<file path="src/fcahost_regs.vh">
// Pin timing, command codes and sequence constants for the flash command host.
`ifndef FCAHOST_REGS_VH
`define FCAHOST_REGS_VH

`define FCA_CLK_MHZ       100
`define FCA_T_WP_NS       35
`define FCA_T_WPH_NS      30
`define FCA_T_ACC_NS      70
`define FCA_T_RP_NS       500
`define FCA_T_RH_NS       50
`define FCA_WP_CYC        ((`FCA_T_WP_NS * `FCA_CLK_MHZ + 999) / 1000)
`define FCA_WPH_CYC       ((`FCA_T_WPH_NS * `FCA_CLK_MHZ + 999) / 1000)
`define FCA_ACC_CYC       ((`FCA_T_ACC_NS * `FCA_CLK_MHZ + 999) / 1000)
`define FCA_RP_CYC        ((`FCA_T_RP_NS * `FCA_CLK_MHZ + 999) / 1000)
`define FCA_RH_CYC        ((`FCA_T_RH_NS * `FCA_CLK_MHZ + 999) / 1000)
`define FCA_SYNC_CYC      4

`define FCA_OP_READ       4'h0
`define FCA_OP_RESET      4'h1
`define FCA_OP_IDREAD     4'h2
`define FCA_OP_PROTVER    4'h3
`define FCA_OP_PROGRAM    4'h4
`define FCA_OP_CHIPERASE  4'h5
`define FCA_OP_SECTERASE  4'h6
`define FCA_OP_SUSPEND    4'h7
`define FCA_OP_RESUME     4'h8
`define FCA_OP_HVIDREAD   4'h9
`define FCA_OP_HWRESET    4'ha

`define FCA_ADDR_UNLOCK1  18'h00555
`define FCA_ADDR_UNLOCK2  18'h002aa
`define FCA_DATA_UNLOCK1  8'haa
`define FCA_DATA_UNLOCK2  8'h55
`define FCA_DATA_RESET    8'hf0
`define FCA_DATA_IDENT    8'h90
`define FCA_DATA_PROGRAM  8'ha0
`define FCA_DATA_ERASE    8'h80
`define FCA_DATA_CHIP     8'h10
`define FCA_DATA_SECTOR   8'h30
`define FCA_DATA_SUSPEND  8'hb0
`define FCA_DATA_RESUME   8'h30
`define FCA_PROT_LOW      13'h0002
`define FCA_SECT_MSB      17
`define FCA_SECT_LSB      13
`define FCA_HV_QUAL_BIT   6

`endif

</file>
<file path="src/fcahost_pin_sync.v">
// Three-stage synchroniser for the data pins with an agreement flag.
`timescale 1ns/1ps
`default_nettype none
module fcahost_pin_sync #(
    parameter WIDTH = 8
) (
    input  wire             clock,    // System clock.
    input  wire             rst_q,    // Synchronised reset, active low.
    input  wire [WIDTH-1:0] pin_in,   // Raw pin levels.
    output wire [WIDTH-1:0] pin_sync, // Third-stage value.
    output wire             stable    // Second and third stages agree on every bit.
);
    wire [WIDTH-1:0] agree;

    genvar i;
    generate
        for (i = 0; i < WIDTH; i = i + 1) begin : g_bit
            reg s1;
            reg s2;
            reg s3;
            always @(posedge clock or negedge rst_q) begin
                if (!rst_q) begin
                    s1 <= 1'b0;
                    s2 <= 1'b0;
                    s3 <= 1'b0;
                end else begin
                    s1 <= pin_in[i];
                    s2 <= s1;
                    s3 <= s2;
                end
            end
            assign pin_sync[i] = s3;
            assign agree[i]    = (s2 == s3);
        end
    endgenerate

    assign stable = &agree;
endmodule
`default_nettype wire

</file>
<file path="src/fcahost.v">
// Host that drives a byte-wide flash through its command sequences and pins.
//
// How it works
// - High-voltage read: qualifier low, low bits select.
// - Unlock pair, 90H, then read low-bit location.
// - Protect verify reads sector address with x02H.
// - Unlock writes AAH at 555H, 55H at 2AAH.
// - Program is unlock, A0H, then target byte.
// - Erase is six writes, 10H chip, 30H sector.
// - Reads drop select and gate; writes select and strobe.
`timescale 1ns/1ps
`default_nettype none
`include "fcahost_regs.vh"
module fcahost #(
    parameter AW = 18,
    parameter RP_CYC = `FCA_RP_CYC
) (
    input  wire          clock,        // System clock, 100 MHz.
    input  wire          rst_n,        // Asynchronous reset, active low.
    input  wire          cmd_valid,    // Request strobe.
    input  wire [3:0]    cmd_op,       // Operation code.
    input  wire [AW-1:0] cmd_addr,     // Target address or sector.
    input  wire [7:0]    cmd_data,     // Byte to program.
    output reg           cmd_ready,    // Ready for a request.
    output reg           rsp_valid,    // One-cycle completion pulse.
    output reg  [7:0]    rsp_data,     // Byte read, zero for write ops.
    output reg  [AW-1:0] flash_addr,   // Address pins.
    input  wire [7:0]    flash_dq_in,  // Data pin levels.
    output reg  [7:0]    flash_dq_out, // Data driven on the pins.
    output reg           flash_dq_oe,  // High while the host drives the data pins.
    output reg           flash_ce_n,   // Chip select, active low.
    output reg           flash_oe_n,   // Output gate, active low.
    output reg           flash_we_n,   // Write strobe, active low.
    output reg           flash_reset_n,// Hardware reset, active low.
    output reg           id_high_voltage // Raises the identification address pin.
);
    localparam S_IDLE  = 3'd0;
    localparam S_SETUP = 3'd1;
    localparam S_STRB  = 3'd2;
    localparam S_HOLD  = 3'd3;
    localparam S_READ  = 3'd4;
    localparam S_GAP   = 3'd5;
    localparam S_HWRST = 3'd6;
    localparam S_DONE  = 3'd7;

    reg          rst_m;
    reg          rst_q;
    reg [2:0]    state;
    reg [2:0]    step;
    reg [15:0]   cnt;
    reg [3:0]    op;
    reg [AW-1:0] uaddr;
    reg [7:0]    udata;
    wire [7:0]   dq_sync;
    wire         dq_stable;
    wire [27:0]  cur;

    always @(posedge clock or negedge rst_n) begin
        if (!rst_n) begin
            rst_m <= 1'b0;
            rst_q <= 1'b0;
        end else begin
            rst_m <= 1'b1;
            rst_q <= rst_m;
        end
    end

    fcahost_pin_sync #(.WIDTH(8)) u_sync (
        .clock    (clock),
        .rst_q    (rst_q),
        .pin_in   (flash_dq_in),
        .pin_sync (dq_sync),
        .stable   (dq_stable)
    );

    // Returns {last, is_read, address, data} for one step of an operation.
    function [27:0] seq;
        input [3:0]  o;
        input [2:0]  s;
        input [17:0] a;
        input [7:0]  d;
        reg   [17:0] sect;
        begin
            sect = {a[`FCA_SECT_MSB:`FCA_SECT_LSB], 13'h0000};
            seq  = {2'b10, a, `FCA_DATA_RESET};
            case (s)
                3'd0: seq = {2'b00, `FCA_ADDR_UNLOCK1, `FCA_DATA_UNLOCK1};
                3'd1: seq = {2'b00, `FCA_ADDR_UNLOCK2, `FCA_DATA_UNLOCK2};
                3'd3: seq = {2'b00, `FCA_ADDR_UNLOCK1, `FCA_DATA_UNLOCK1};
                3'd4: seq = {2'b00, `FCA_ADDR_UNLOCK2, `FCA_DATA_UNLOCK2};
                default: seq = {2'b10, a, d};
            endcase
            case (o)
                `FCA_OP_READ:    seq = {2'b11, a, 8'h00};
                `FCA_OP_RESET:   seq = {2'b10, a, `FCA_DATA_RESET};
                `FCA_OP_SUSPEND: seq = {2'b10, a, `FCA_DATA_SUSPEND};
                `FCA_OP_RESUME:  seq = {2'b10, a, `FCA_DATA_RESUME};
                `FCA_OP_HVIDREAD: begin
                    seq = {2'b11, 16'h0000, a[1:0], 8'h00};
                    seq[8 + `FCA_HV_QUAL_BIT] = 1'b0;
                end
                `FCA_OP_IDREAD, `FCA_OP_PROTVER: begin
                    if (s == 3'd2)
                        seq = {2'b00, `FCA_ADDR_UNLOCK1, `FCA_DATA_IDENT};
                    else if (s == 3'd3 && o == `FCA_OP_IDREAD)
                        seq = {2'b11, 16'h0000, a[1:0], 8'h00};
                    else if (s == 3'd3)
                        seq = {2'b11, sect | {5'h00, `FCA_PROT_LOW}, 8'h00};
                end
                `FCA_OP_PROGRAM: begin
                    if (s == 3'd2)
                        seq = {2'b00, `FCA_ADDR_UNLOCK1, `FCA_DATA_PROGRAM};
                    else if (s == 3'd3)
                        seq = {2'b10, a, d};
                end
                `FCA_OP_CHIPERASE, `FCA_OP_SECTERASE: begin
                    if (s == 3'd2)
                        seq = {2'b00, `FCA_ADDR_UNLOCK1, `FCA_DATA_ERASE};
                    else if (s == 3'd5 && o == `FCA_OP_CHIPERASE)
                        seq = {2'b10, `FCA_ADDR_UNLOCK1, `FCA_DATA_CHIP};
                    else if (s == 3'd5)
                        seq = {2'b10, sect, `FCA_DATA_SECTOR};
                end
                default: seq = {2'b10, a, `FCA_DATA_RESET};
            endcase
        end
    endfunction

    assign cur = seq(op, step, uaddr, udata);

    always @(posedge clock or negedge rst_q) begin
        if (!rst_q) begin
            state           <= S_IDLE;
            step            <= 3'd0;
            cnt             <= 16'h0000;
            op              <= 4'h0;
            uaddr           <= {AW{1'b0}};
            udata           <= 8'h00;
            cmd_ready       <= 1'b0;
            rsp_valid       <= 1'b0;
            rsp_data        <= 8'h00;
            flash_addr      <= {AW{1'b0}};
            flash_dq_out    <= 8'h00;
            flash_dq_oe     <= 1'b0;
            flash_ce_n      <= 1'b1;
            flash_oe_n      <= 1'b1;
            flash_we_n      <= 1'b1;
            flash_reset_n   <= 1'b1;
            id_high_voltage <= 1'b0;
        end else begin
            rsp_valid <= 1'b0;
            case (state)
                S_IDLE: begin
                    cmd_ready <= 1'b1;
                    if (cmd_valid && cmd_ready) begin
                        cmd_ready <= 1'b0;
                        op        <= cmd_op;
                        uaddr     <= cmd_addr;
                        udata     <= cmd_data;
                        step      <= 3'd0;
                        cnt       <= 16'h0000;
                        rsp_data  <= 8'h00;
                        if (cmd_op == `FCA_OP_HWRESET) begin
                            flash_reset_n <= 1'b0;
                            flash_dq_oe   <= 1'b0;
                            state         <= S_HWRST;
                        end else begin
                            id_high_voltage <= (cmd_op == `FCA_OP_HVIDREAD);
                            state           <= S_SETUP;
                        end
                    end
                end
                S_SETUP: begin
                    flash_addr <= cur[25:8];
                    flash_ce_n <= 1'b0;
                    flash_we_n <= 1'b1;
                    cnt        <= 16'h0000;
                    if (cur[26]) begin
                        flash_dq_oe <= 1'b0;
                        flash_oe_n  <= 1'b0;
                        state       <= S_READ;
                    end else begin
                        flash_oe_n   <= 1'b1;
                        flash_dq_out <= cur[7:0];
                        flash_dq_oe  <= 1'b1;
                        state        <= S_STRB;
                    end
                end
                S_STRB: begin
                    flash_we_n <= 1'b0;
                    cnt        <= cnt + 16'h0001;
                    // The strobe goes low on the first count, so it must rise one count
                    // later than the width to stay low for the full write pulse.
                    if (cnt == `FCA_WP_CYC) begin
                        flash_we_n <= 1'b1;
                        cnt        <= 16'h0000;
                        state      <= S_HOLD;
                    end
                end
                S_HOLD: begin
                    cnt <= cnt + 16'h0001;
                    if (cnt == (`FCA_WPH_CYC - 1)) begin
                        flash_ce_n  <= 1'b1;
                        flash_dq_oe <= 1'b0;
                        cnt         <= 16'h0000;
                        state       <= cur[27] ? S_DONE : S_SETUP;
                        step        <= step + 3'd1;
                    end
                end
                S_READ: begin
                    if (cnt < (`FCA_ACC_CYC + `FCA_SYNC_CYC))
                        cnt <= cnt + 16'h0001;
                    else if (dq_stable) begin
                        rsp_data   <= dq_sync;
                        flash_oe_n <= 1'b1;
                        flash_ce_n <= 1'b1;
                        cnt        <= 16'h0000;
                        state      <= S_GAP;
                    end
                end
                S_GAP: begin
                    state <= S_DONE;
                end
                S_HWRST: begin
                    cnt <= cnt + 16'h0001;
                    if (cnt == RP_CYC - 1)
                        flash_reset_n <= 1'b1;
                    if (cnt == RP_CYC + `FCA_RH_CYC - 1)
                        state <= S_DONE;
                end
                S_DONE: begin
                    id_high_voltage <= 1'b0;
                    rsp_valid       <= 1'b1;
                    state           <= S_IDLE;
                end
                default: begin
                    state <= S_IDLE;
                end
            endcase
        end
    end
endmodule
`default_nettype wire

</file>
<file path="config.mk">
export PLATFORM = sky130hd
export DESIGN_NAME = fcahost
export DESIGN_NICKNAME = d
export VERILOG_FILES = /design/src/fcahost_pin_sync.v /design/src/fcahost.v
export VERILOG_INCLUDE_DIRS = /design/src /design/src/src
export SDC_FILE = /design/constraint.sdc
export NUM_CORES = 1
export LEC_CHECK = 0
export ABC_AREA = 1
export BUFFER_PORTS_ARGS = -buffer_cell sky130_fd_sc_hd__clkbuf_2
export CORE_MARGIN = 5
export CORE_UTILIZATION = 45
export CTS_CLUSTER_SIZE = 20
export DETAILED_ROUTE_END_ITERATION = 16
export REMOVE_ABC_BUFFERS = 1
export SYNTH_ARGS = -nofsm -noshare
export SYNTH_HDL_FRONTEND = slang
export SYNTH_SLANG_ARGS = --single-unit
</file>
<file path="constraint.sdc">
create_clock -name clock -period 4.88 [get_ports clock]
set_clock_uncertainty 0.15 [all_clocks]
set_input_delay 0 -clock clock [delete_from_list [all_inputs] [get_ports clock]]
set_output_delay 0 -clock clock [all_outputs]
set_load 0.03 [all_outputs]
</file>
After elaboration in Yosys (flattened, before gate mapping)
Index checks and enable logic that the tools add are counted.
Operators by class
  $add $sub $neg: 2
  reduce and logical (&&, ||, !) cells: 31
  muxes and demuxes: 52
  equal/unequal tests: 44
  bitwise logic cells: 1
  order comparisons: 1
Operators by type and width (number)
  $mux 28: 8
  $pmux 28 s7: 1
  $pmux 16 s6: 1
  $mux 16: 5
  $pmux 28 s2: 1
  $mux 3: 11
  $eq 16x6->1 const B: 2
  $mux 8: 3
  $pmux 3 s8: 1
  $eq 3x3->1 const B: 6
  $ne 2x2->1 const B: 9
  $add 16x1->16 const B: 1
  $eq 16x2->1 const B: 1
  $eq 16x3->1 const B: 1
  $eq 4x3->1 const B: 4
  $eq 4x4->1 const B: 4
  $lt 16x4->1 const B: 1
  $pmux 8 s2: 1
  $reduce_and 4->1: 4
  $mux 1: 13
  $eq 3x2->1 const B: 4
  $reduce_and 3->1: 4
  $reduce_bool 2->1: 6
  $eq 1x1->1: 8
  17 further kinds: 31
Storage, ports and cells
  bits of input ports: 41
  output and inout port bits: 42
  flip-flop bits (word level): 120

Logic depth before layout (Yosys ltp)
  depth after elaboration: 10
  depth in mapped cells: 14

Hierarchy
Synthesis repeated with hierarchy kept, for this count alone.
Second synthesis, totals
  cell total of the unflattened synthesis: 845
  area total of the unflattened synthesis: 6391.1 sq um
Modules (own cells, without submodules)
  fcahost: area an instance 5557.8 sq um, cells each 767, sequential area each 2407.3 sq um, instances 1
  fcahost_pin_sync: area an instance 833.3 sq um, cells each 78, sequential area each 600.6 sq um, instances 1

Worst setup path after synthesis
OpenSTA, ideal clock, no wires.
  path type: register to register
  start point: register step[0]
  end point: register flash_addr[4]
  clock period less this slack: 2.046 ns
  buffers on the path: 1
  cell stages (with the launch flop): 12
  arrival time: 1.778 ns
  required time: 4.613 ns
  slack: 2.834 ns
  path through: dfrtp_1 > ha_1 > ha_1 > buf_2 > inv_1 > nand2_1 > nand2_1 > o21ai_0 > o21ai_0 > nand3_1 > nor2_1 > nor2_1
On the way
  word-level cells in the longest chain between the ends: 7
Ends and longest elaborated chain
  from (decl): line fcahost.v:49  | reg [2:0] step;
  from (signal assigned): line fcahost.v:207  | step <= step + 3'd1;
  $eq 3x3->1, or another cell as far along: line fcahost.v:86  | case (s)
  $reduce_or 2->1 (no source line)
  $pmux 28 s2: line fcahost.v:86
  $mux 28 (on tied branches): line fcahost.v:121, fcahost.v:107
  $mux 28 (on tied branches): line fcahost.v:119, fcahost.v:105
  $mux 28 (on tied branches): line fcahost.v:117, fcahost.v:103
  $pmux 28 s7 *: line fcahost.v:93  | case (o)
  to (signal assigned): line fcahost.v:142  | flash_addr <= {AW{1'b0}};
  to (signal assigned): line fcahost.v:174  | flash_addr <= cur[25:8];
  to (decl): line fcahost.v:27  | output reg [AW-1:0] flash_addr,
Every way passes the cells marked *; elsewhere a longest branch is shown, timed or not.
A chain may end at the register's enable or synchronous reset.

Final worst setup path
  start point: register state[1]
  end point: register step[1]
On the way
  word-level cells in the longest chain between the ends: 3
Ends and longest elaborated chain
  from (decl): line fcahost.v:48  | reg [2:0] state;
  from (signal assigned): line fcahost.v:206  | state <= cur[27] ? S_DONE : S_SETUP;
  $eq 3x2->1 / $logic_not 3->1 (equally long branches): line fcahost.v:152  | case (state)
  $ne 2x2->1 (no source line) / $reduce_bool 2->1 (equally long branches)
  $reduce_and 3->1 (no source line)
Parallel ways exist; a longest one is shown, timed or not.

==> tab_implementation.tex <==
\begin{tabular}{lr}
\hline
Metric & Value \\
\hline
\multicolumn{2}{l}{\textbf{Run status}} \\
Status & finished clean \\
\multicolumn{2}{l}{\textbf{Logic synthesis}} \\
Fraction of registers with async set/reset & 100\% \\
Total of warnings raised by yosys & 0 \\
Sequential share of the synthesized area & 46.4\% \\
Most common flop cell mapped by yosys & sky130\_fd\_sc\_hd\_\_dfrtp\_1 \\
Netlist area before placement & 6480 sq um \\
Flops \& latches, synth & 120 \\
Post-synthesis cell type count & 42 \\
Number of synthesized flops with an enable pin & 0 \\
Synthesized area per cell & 7.56 sq um \\
Syn Inst Count & 858 \\
\multicolumn{2}{l}{\textbf{Global routing}} \\
Layer with the highest usage & met1 \\
Grt met2 use & 31.8\% \\
Met3 track utilization from global routing & 4.83\% \\
Overall fraction of global-route tracks in use & 21.6\% \\
Global route total overflow & 0 \\
Number of antenna violations at the first check in global routing & 0 \\
Number of global-route vias before repair & 5,672 \\
Global-route wire length before repair & 28,800 um \\
Pin count of the biggest net entering global routing & 81 \\
Met1 layer usage reported by global route & 32.4\% \\
\multicolumn{2}{l}{\textbf{Clock tree}} \\
Clock transition time at the flip-flop clock pins of the worst setup and hold paths & 0.06 ns \\
Number of buffers added by the clock tree synthesis step & 17 \\
Number of setup buffers added after CTS & 0 \\
Insertion delay to the later sink of the worst-skew pair & 0.42 ns \\
Max Buffers Root-to-Sink & 2 \\
Num Clock Sinks & 120 \\
CTS tree & yes \\
H-tree depth reported by CTS & 4 \\
Cell at the root of the clock tree & sky130\_fd\_sc\_hd\_\_clkbuf\_16 \\
\multicolumn{2}{l}{\textbf{Pwr}} \\
Power density normalized to cell area & 629 nW/um\^{}2 \\
Worst VDD drop & 469 uV \\
Leakage dissipation & 4.14 nW \\
Design Power & 5.04 mW \\
\multicolumn{2}{l}{\textbf{Critical path}} \\
R2R Setup Slk & 2.21 ns \\
Path type of the worst setup path & flip-flop to flip-flop \\
Type of origin of the critical path & flip-flop \\
Worst r2r src & state[1]\$\_DFFE\_PN0P\_ \\
Critical path fanouts, max & 46 \\
R2R cell count & 7 \\
Element type at the critical path end & flip-flop \\
R2R Path End & step[1]\$\_DFFE\_PN0P\_ \\
Worst EP required & 5.06 ns \\
Critical path data arrival time & 2.86 ns \\
\multicolumn{2}{l}{\textbf{Routing}} \\
Total vias in the final route & 6,005 \\
Total routed wirelength & 17,200 um \\
Number of detailed-route iterations in the first pass & 7 \\
Iter 0 DRT Violations & 516 \\
Routed wire length per instance & 14.6 um \\
Antenna Violating Nets Remaining & 0 \\
Total DRC errors in the routed layout & 0 \\
Mean number of vias per cell & 5.11 \\
\multicolumn{2}{l}{\textbf{Finish}} \\
Registers with the most flip-flops & flash\_addr (18), uaddr (18), cnt (16) \\
Commonest non-fill, non-tap cell in the layout & sky130\_fd\_sc\_hd\_\_nand2\_1 \\
Share of cells above drive strength 1 & 18.2\% \\
Number of antenna repair diodes & 0 \\
Area added between synthesis and finish & 23.7\% \\
Layout Nets & 1,032 \\
Top library cells by usage in the layout, fill and taps aside & sky130\_fd\_sc\_hd\_\_nand2\_1 (313), sky130\_fd\_sc\_hd\_\_dfrtp\_1 (115), sky130\_fd\_sc\_hd\_\_clkbuf\_2 (82) \\
\multicolumn{2}{l}{\textbf{STA}} \\
Minimum clock period after layout & 2.67 ns \\
Hold Fails Final Rpt & 0 \\
Unrepaired setup endpoints after global routing & no \\
Fraction of the cycle the final worst path needs & 54.8\% \\
Slew at the pin with the worst max-slew slack & 1.00 ns \\
Max-Slew Margin vs Limit & 33.1\% \\
Setup TNS after final layout & 0 ns \\
Upper clock frequency limit & 374 MHz \\
Post-route worst hold slack & 0.0701 ns \\
Number of max-slew violations in the final report & 0 \\
Number of setup violations in the final report & 0 \\
\multicolumn{2}{l}{\textbf{Die}} \\
Floorplan die width & 130 um \\
Initial core utilization & 46.4\% \\
Row Count & 43 \\
Die ar. & 16,900 sq um \\
Io pins & 83 \\
Core ar. & 14,000 sq um \\
Vertical extent of the die & 130 um \\
\multicolumn{2}{l}{\textbf{Worst hold path}} \\
WHS Endpoint & u\_sync.g\_bit[2].s1\$\_DFF\_PN0\_ \\
Class of the worst hold path & input pin to flip-flop \\
Startpoint of the lowest-slack hold path & flash\_dq\_in[2] \\
Count of cells along the worst hold path & 2 \\
\multicolumn{2}{l}{\textbf{Placed design}} \\
Number of buffer cells added on primary ports & 82 \\
GP Congestion & 0.922 \\
Placed wire-length estimate after detailed placement & 12,000 um \\
\multicolumn{2}{l}{\textbf{Flow run}} \\
Reported max-cap violation count & 0 \\
\hline
\end{tabular}
==> logic make-up after synthesis <==
group / after synthesis / share of synthesized area [%]
and+or+nand+nor: 512 / 34.6
adders and majority gates: 9 / 1.74
buffers and inverters: 105 / 6.73
DFF: 120 / 46.4
other: 1 / 0.0578
AOI/OAI and AO/OA: 103 / 9.38
xor gates and xnor gates: 8 / 1.08
==> synth_stat cells, types with 4 or more instances <==
cell | count | area share [%]
sky130_fd_sc_hd__nand2_1 | 313 | 18
sky130_fd_sc_hd__dfrtp_1 | 116 | 45
sky130_fd_sc_hd__inv_1 | 77 | 4.5
sky130_fd_sc_hd__nor2_1 | 67 | 3.9
sky130_fd_sc_hd__nand3_1 | 63 | 4.9
sky130_fd_sc_hd__o21ai_0 | 49 | 3.8
sky130_fd_sc_hd__a21oi_1 | 21 | 1.6
sky130_fd_sc_hd__nand4_1 | 17 | 1.6
sky130_fd_sc_hd__nand2_2 | 16 | 1.5
sky130_fd_sc_hd__nor2_2 | 14 | 1.4
sky130_fd_sc_hd__buf_2 | 11 | 0.85
sky130_fd_sc_hd__o21ai_2 | 10 | 1.4
sky130_fd_sc_hd__ha_1 | 9 | 1.7
sky130_fd_sc_hd__inv_2 | 7 | 0.41
sky130_fd_sc_hd__nor2_4 | 6 | 1.0
sky130_fd_sc_hd__o2111ai_1 | 5 | 0.68
sky130_fd_sc_hd__xor2_1 | 5 | 0.68
sky130_fd_sc_hd__clkbuf_1 | 4 | 0.23
sky130_fd_sc_hd__dfstp_2 | 4 | 1.6
sky130_fd_sc_hd__nand3b_1 | 4 | 0.46
sky130_fd_sc_hd__o31ai_1 | 4 | 0.46
==> metal layers <==
metal  routed length (um)  share of wire [%]
met1                 8270                 48
met2                 7510                 44
met3                 1200                7.0
met4                  170               0.99
met5                    0                  0
==> metrics by stage <==
stage / std cells / setup slack (ns) / utilization, % / cell area, sq um
floorplan: 839 / 1.15 / - / 6370
global placement: 1102 / 2.24 / 50.2 / 7020
detailed placement: 1102 / 2.19 / 50.2 / 7020
CTS: 1175 / 2.16 / 57.3 / 8020
global route: 1175 / 1.92 / 57.3 / 8020
finish: 1175 / 2.21 / 57.3 / 8020
==> critical path, cell delays in order, from the launching register on <==
cell                      delay, ns
sky130_fd_sc_hd__dfrtp_1       0.57
sky130_fd_sc_hd__nor2_4        0.27
sky130_fd_sc_hd__nand2_4       0.11
sky130_fd_sc_hd__nor2_4        0.74
sky130_fd_sc_hd__inv_2         0.35
sky130_fd_sc_hd__o21ai_2       0.20
sky130_fd_sc_hd__nand3_1       0.09
sky130_fd_sc_hd__o21ai_0       0.10
==> power breakdown <==
| group | switching (mW) | total [mW] | internal (mW) |
|---|---|---|---|
| combinational | 1.58 | 2.22 | 0.640 |
| clock | 0.484 | 1.26 | 0.774 |
| sequential | 0.256 | 1.57 | 1.31 |
| total | 2.32 | 5.04 | 2.72 |
==> cell type report <==
class,instances,area [sq um]
Multi-Input combinational cell,633,3040
Clock inverter,12,144
Clock buffer,20,447
Fill cell,1338,5970
Sequential cell,120,3010
Tap cell,180,225
Inverter,86,325
Timing Repair Buffer,124,828
==> worst max path at each step <==
stage               depth (start not counted)  slack (ns)                 start                     to
global route                                7        1.92  state[1]$_DFFE_PN0P_    step[0]$_DFFE_PN0P_
detailed placement                          7        2.19  state[1]$_DFFE_PN0P_    step[1]$_DFFE_PN0P_
finish                                      7        2.21  state[1]$_DFFE_PN0P_    step[1]$_DFFE_PN0P_
floorplan                                   0        1.15       rst_q$_DFF_PN0_  cmd_ready$_DFFE_PN0P_
CTS                                         7        2.16  state[1]$_DFFE_PN0P_    step[1]$_DFFE_PN0P_
global placement                            7        2.24  state[1]$_DFFE_PN0P_    step[0]$_DFFE_PN0P_
==> repair_timing <==
item / 4_1_cts / 5_1_grt
hold buffers: 41 / 0
resized for setup: 0 / 0
hold endpoints to repair: 45 / 0
Power figures use the tool's default switching activity.
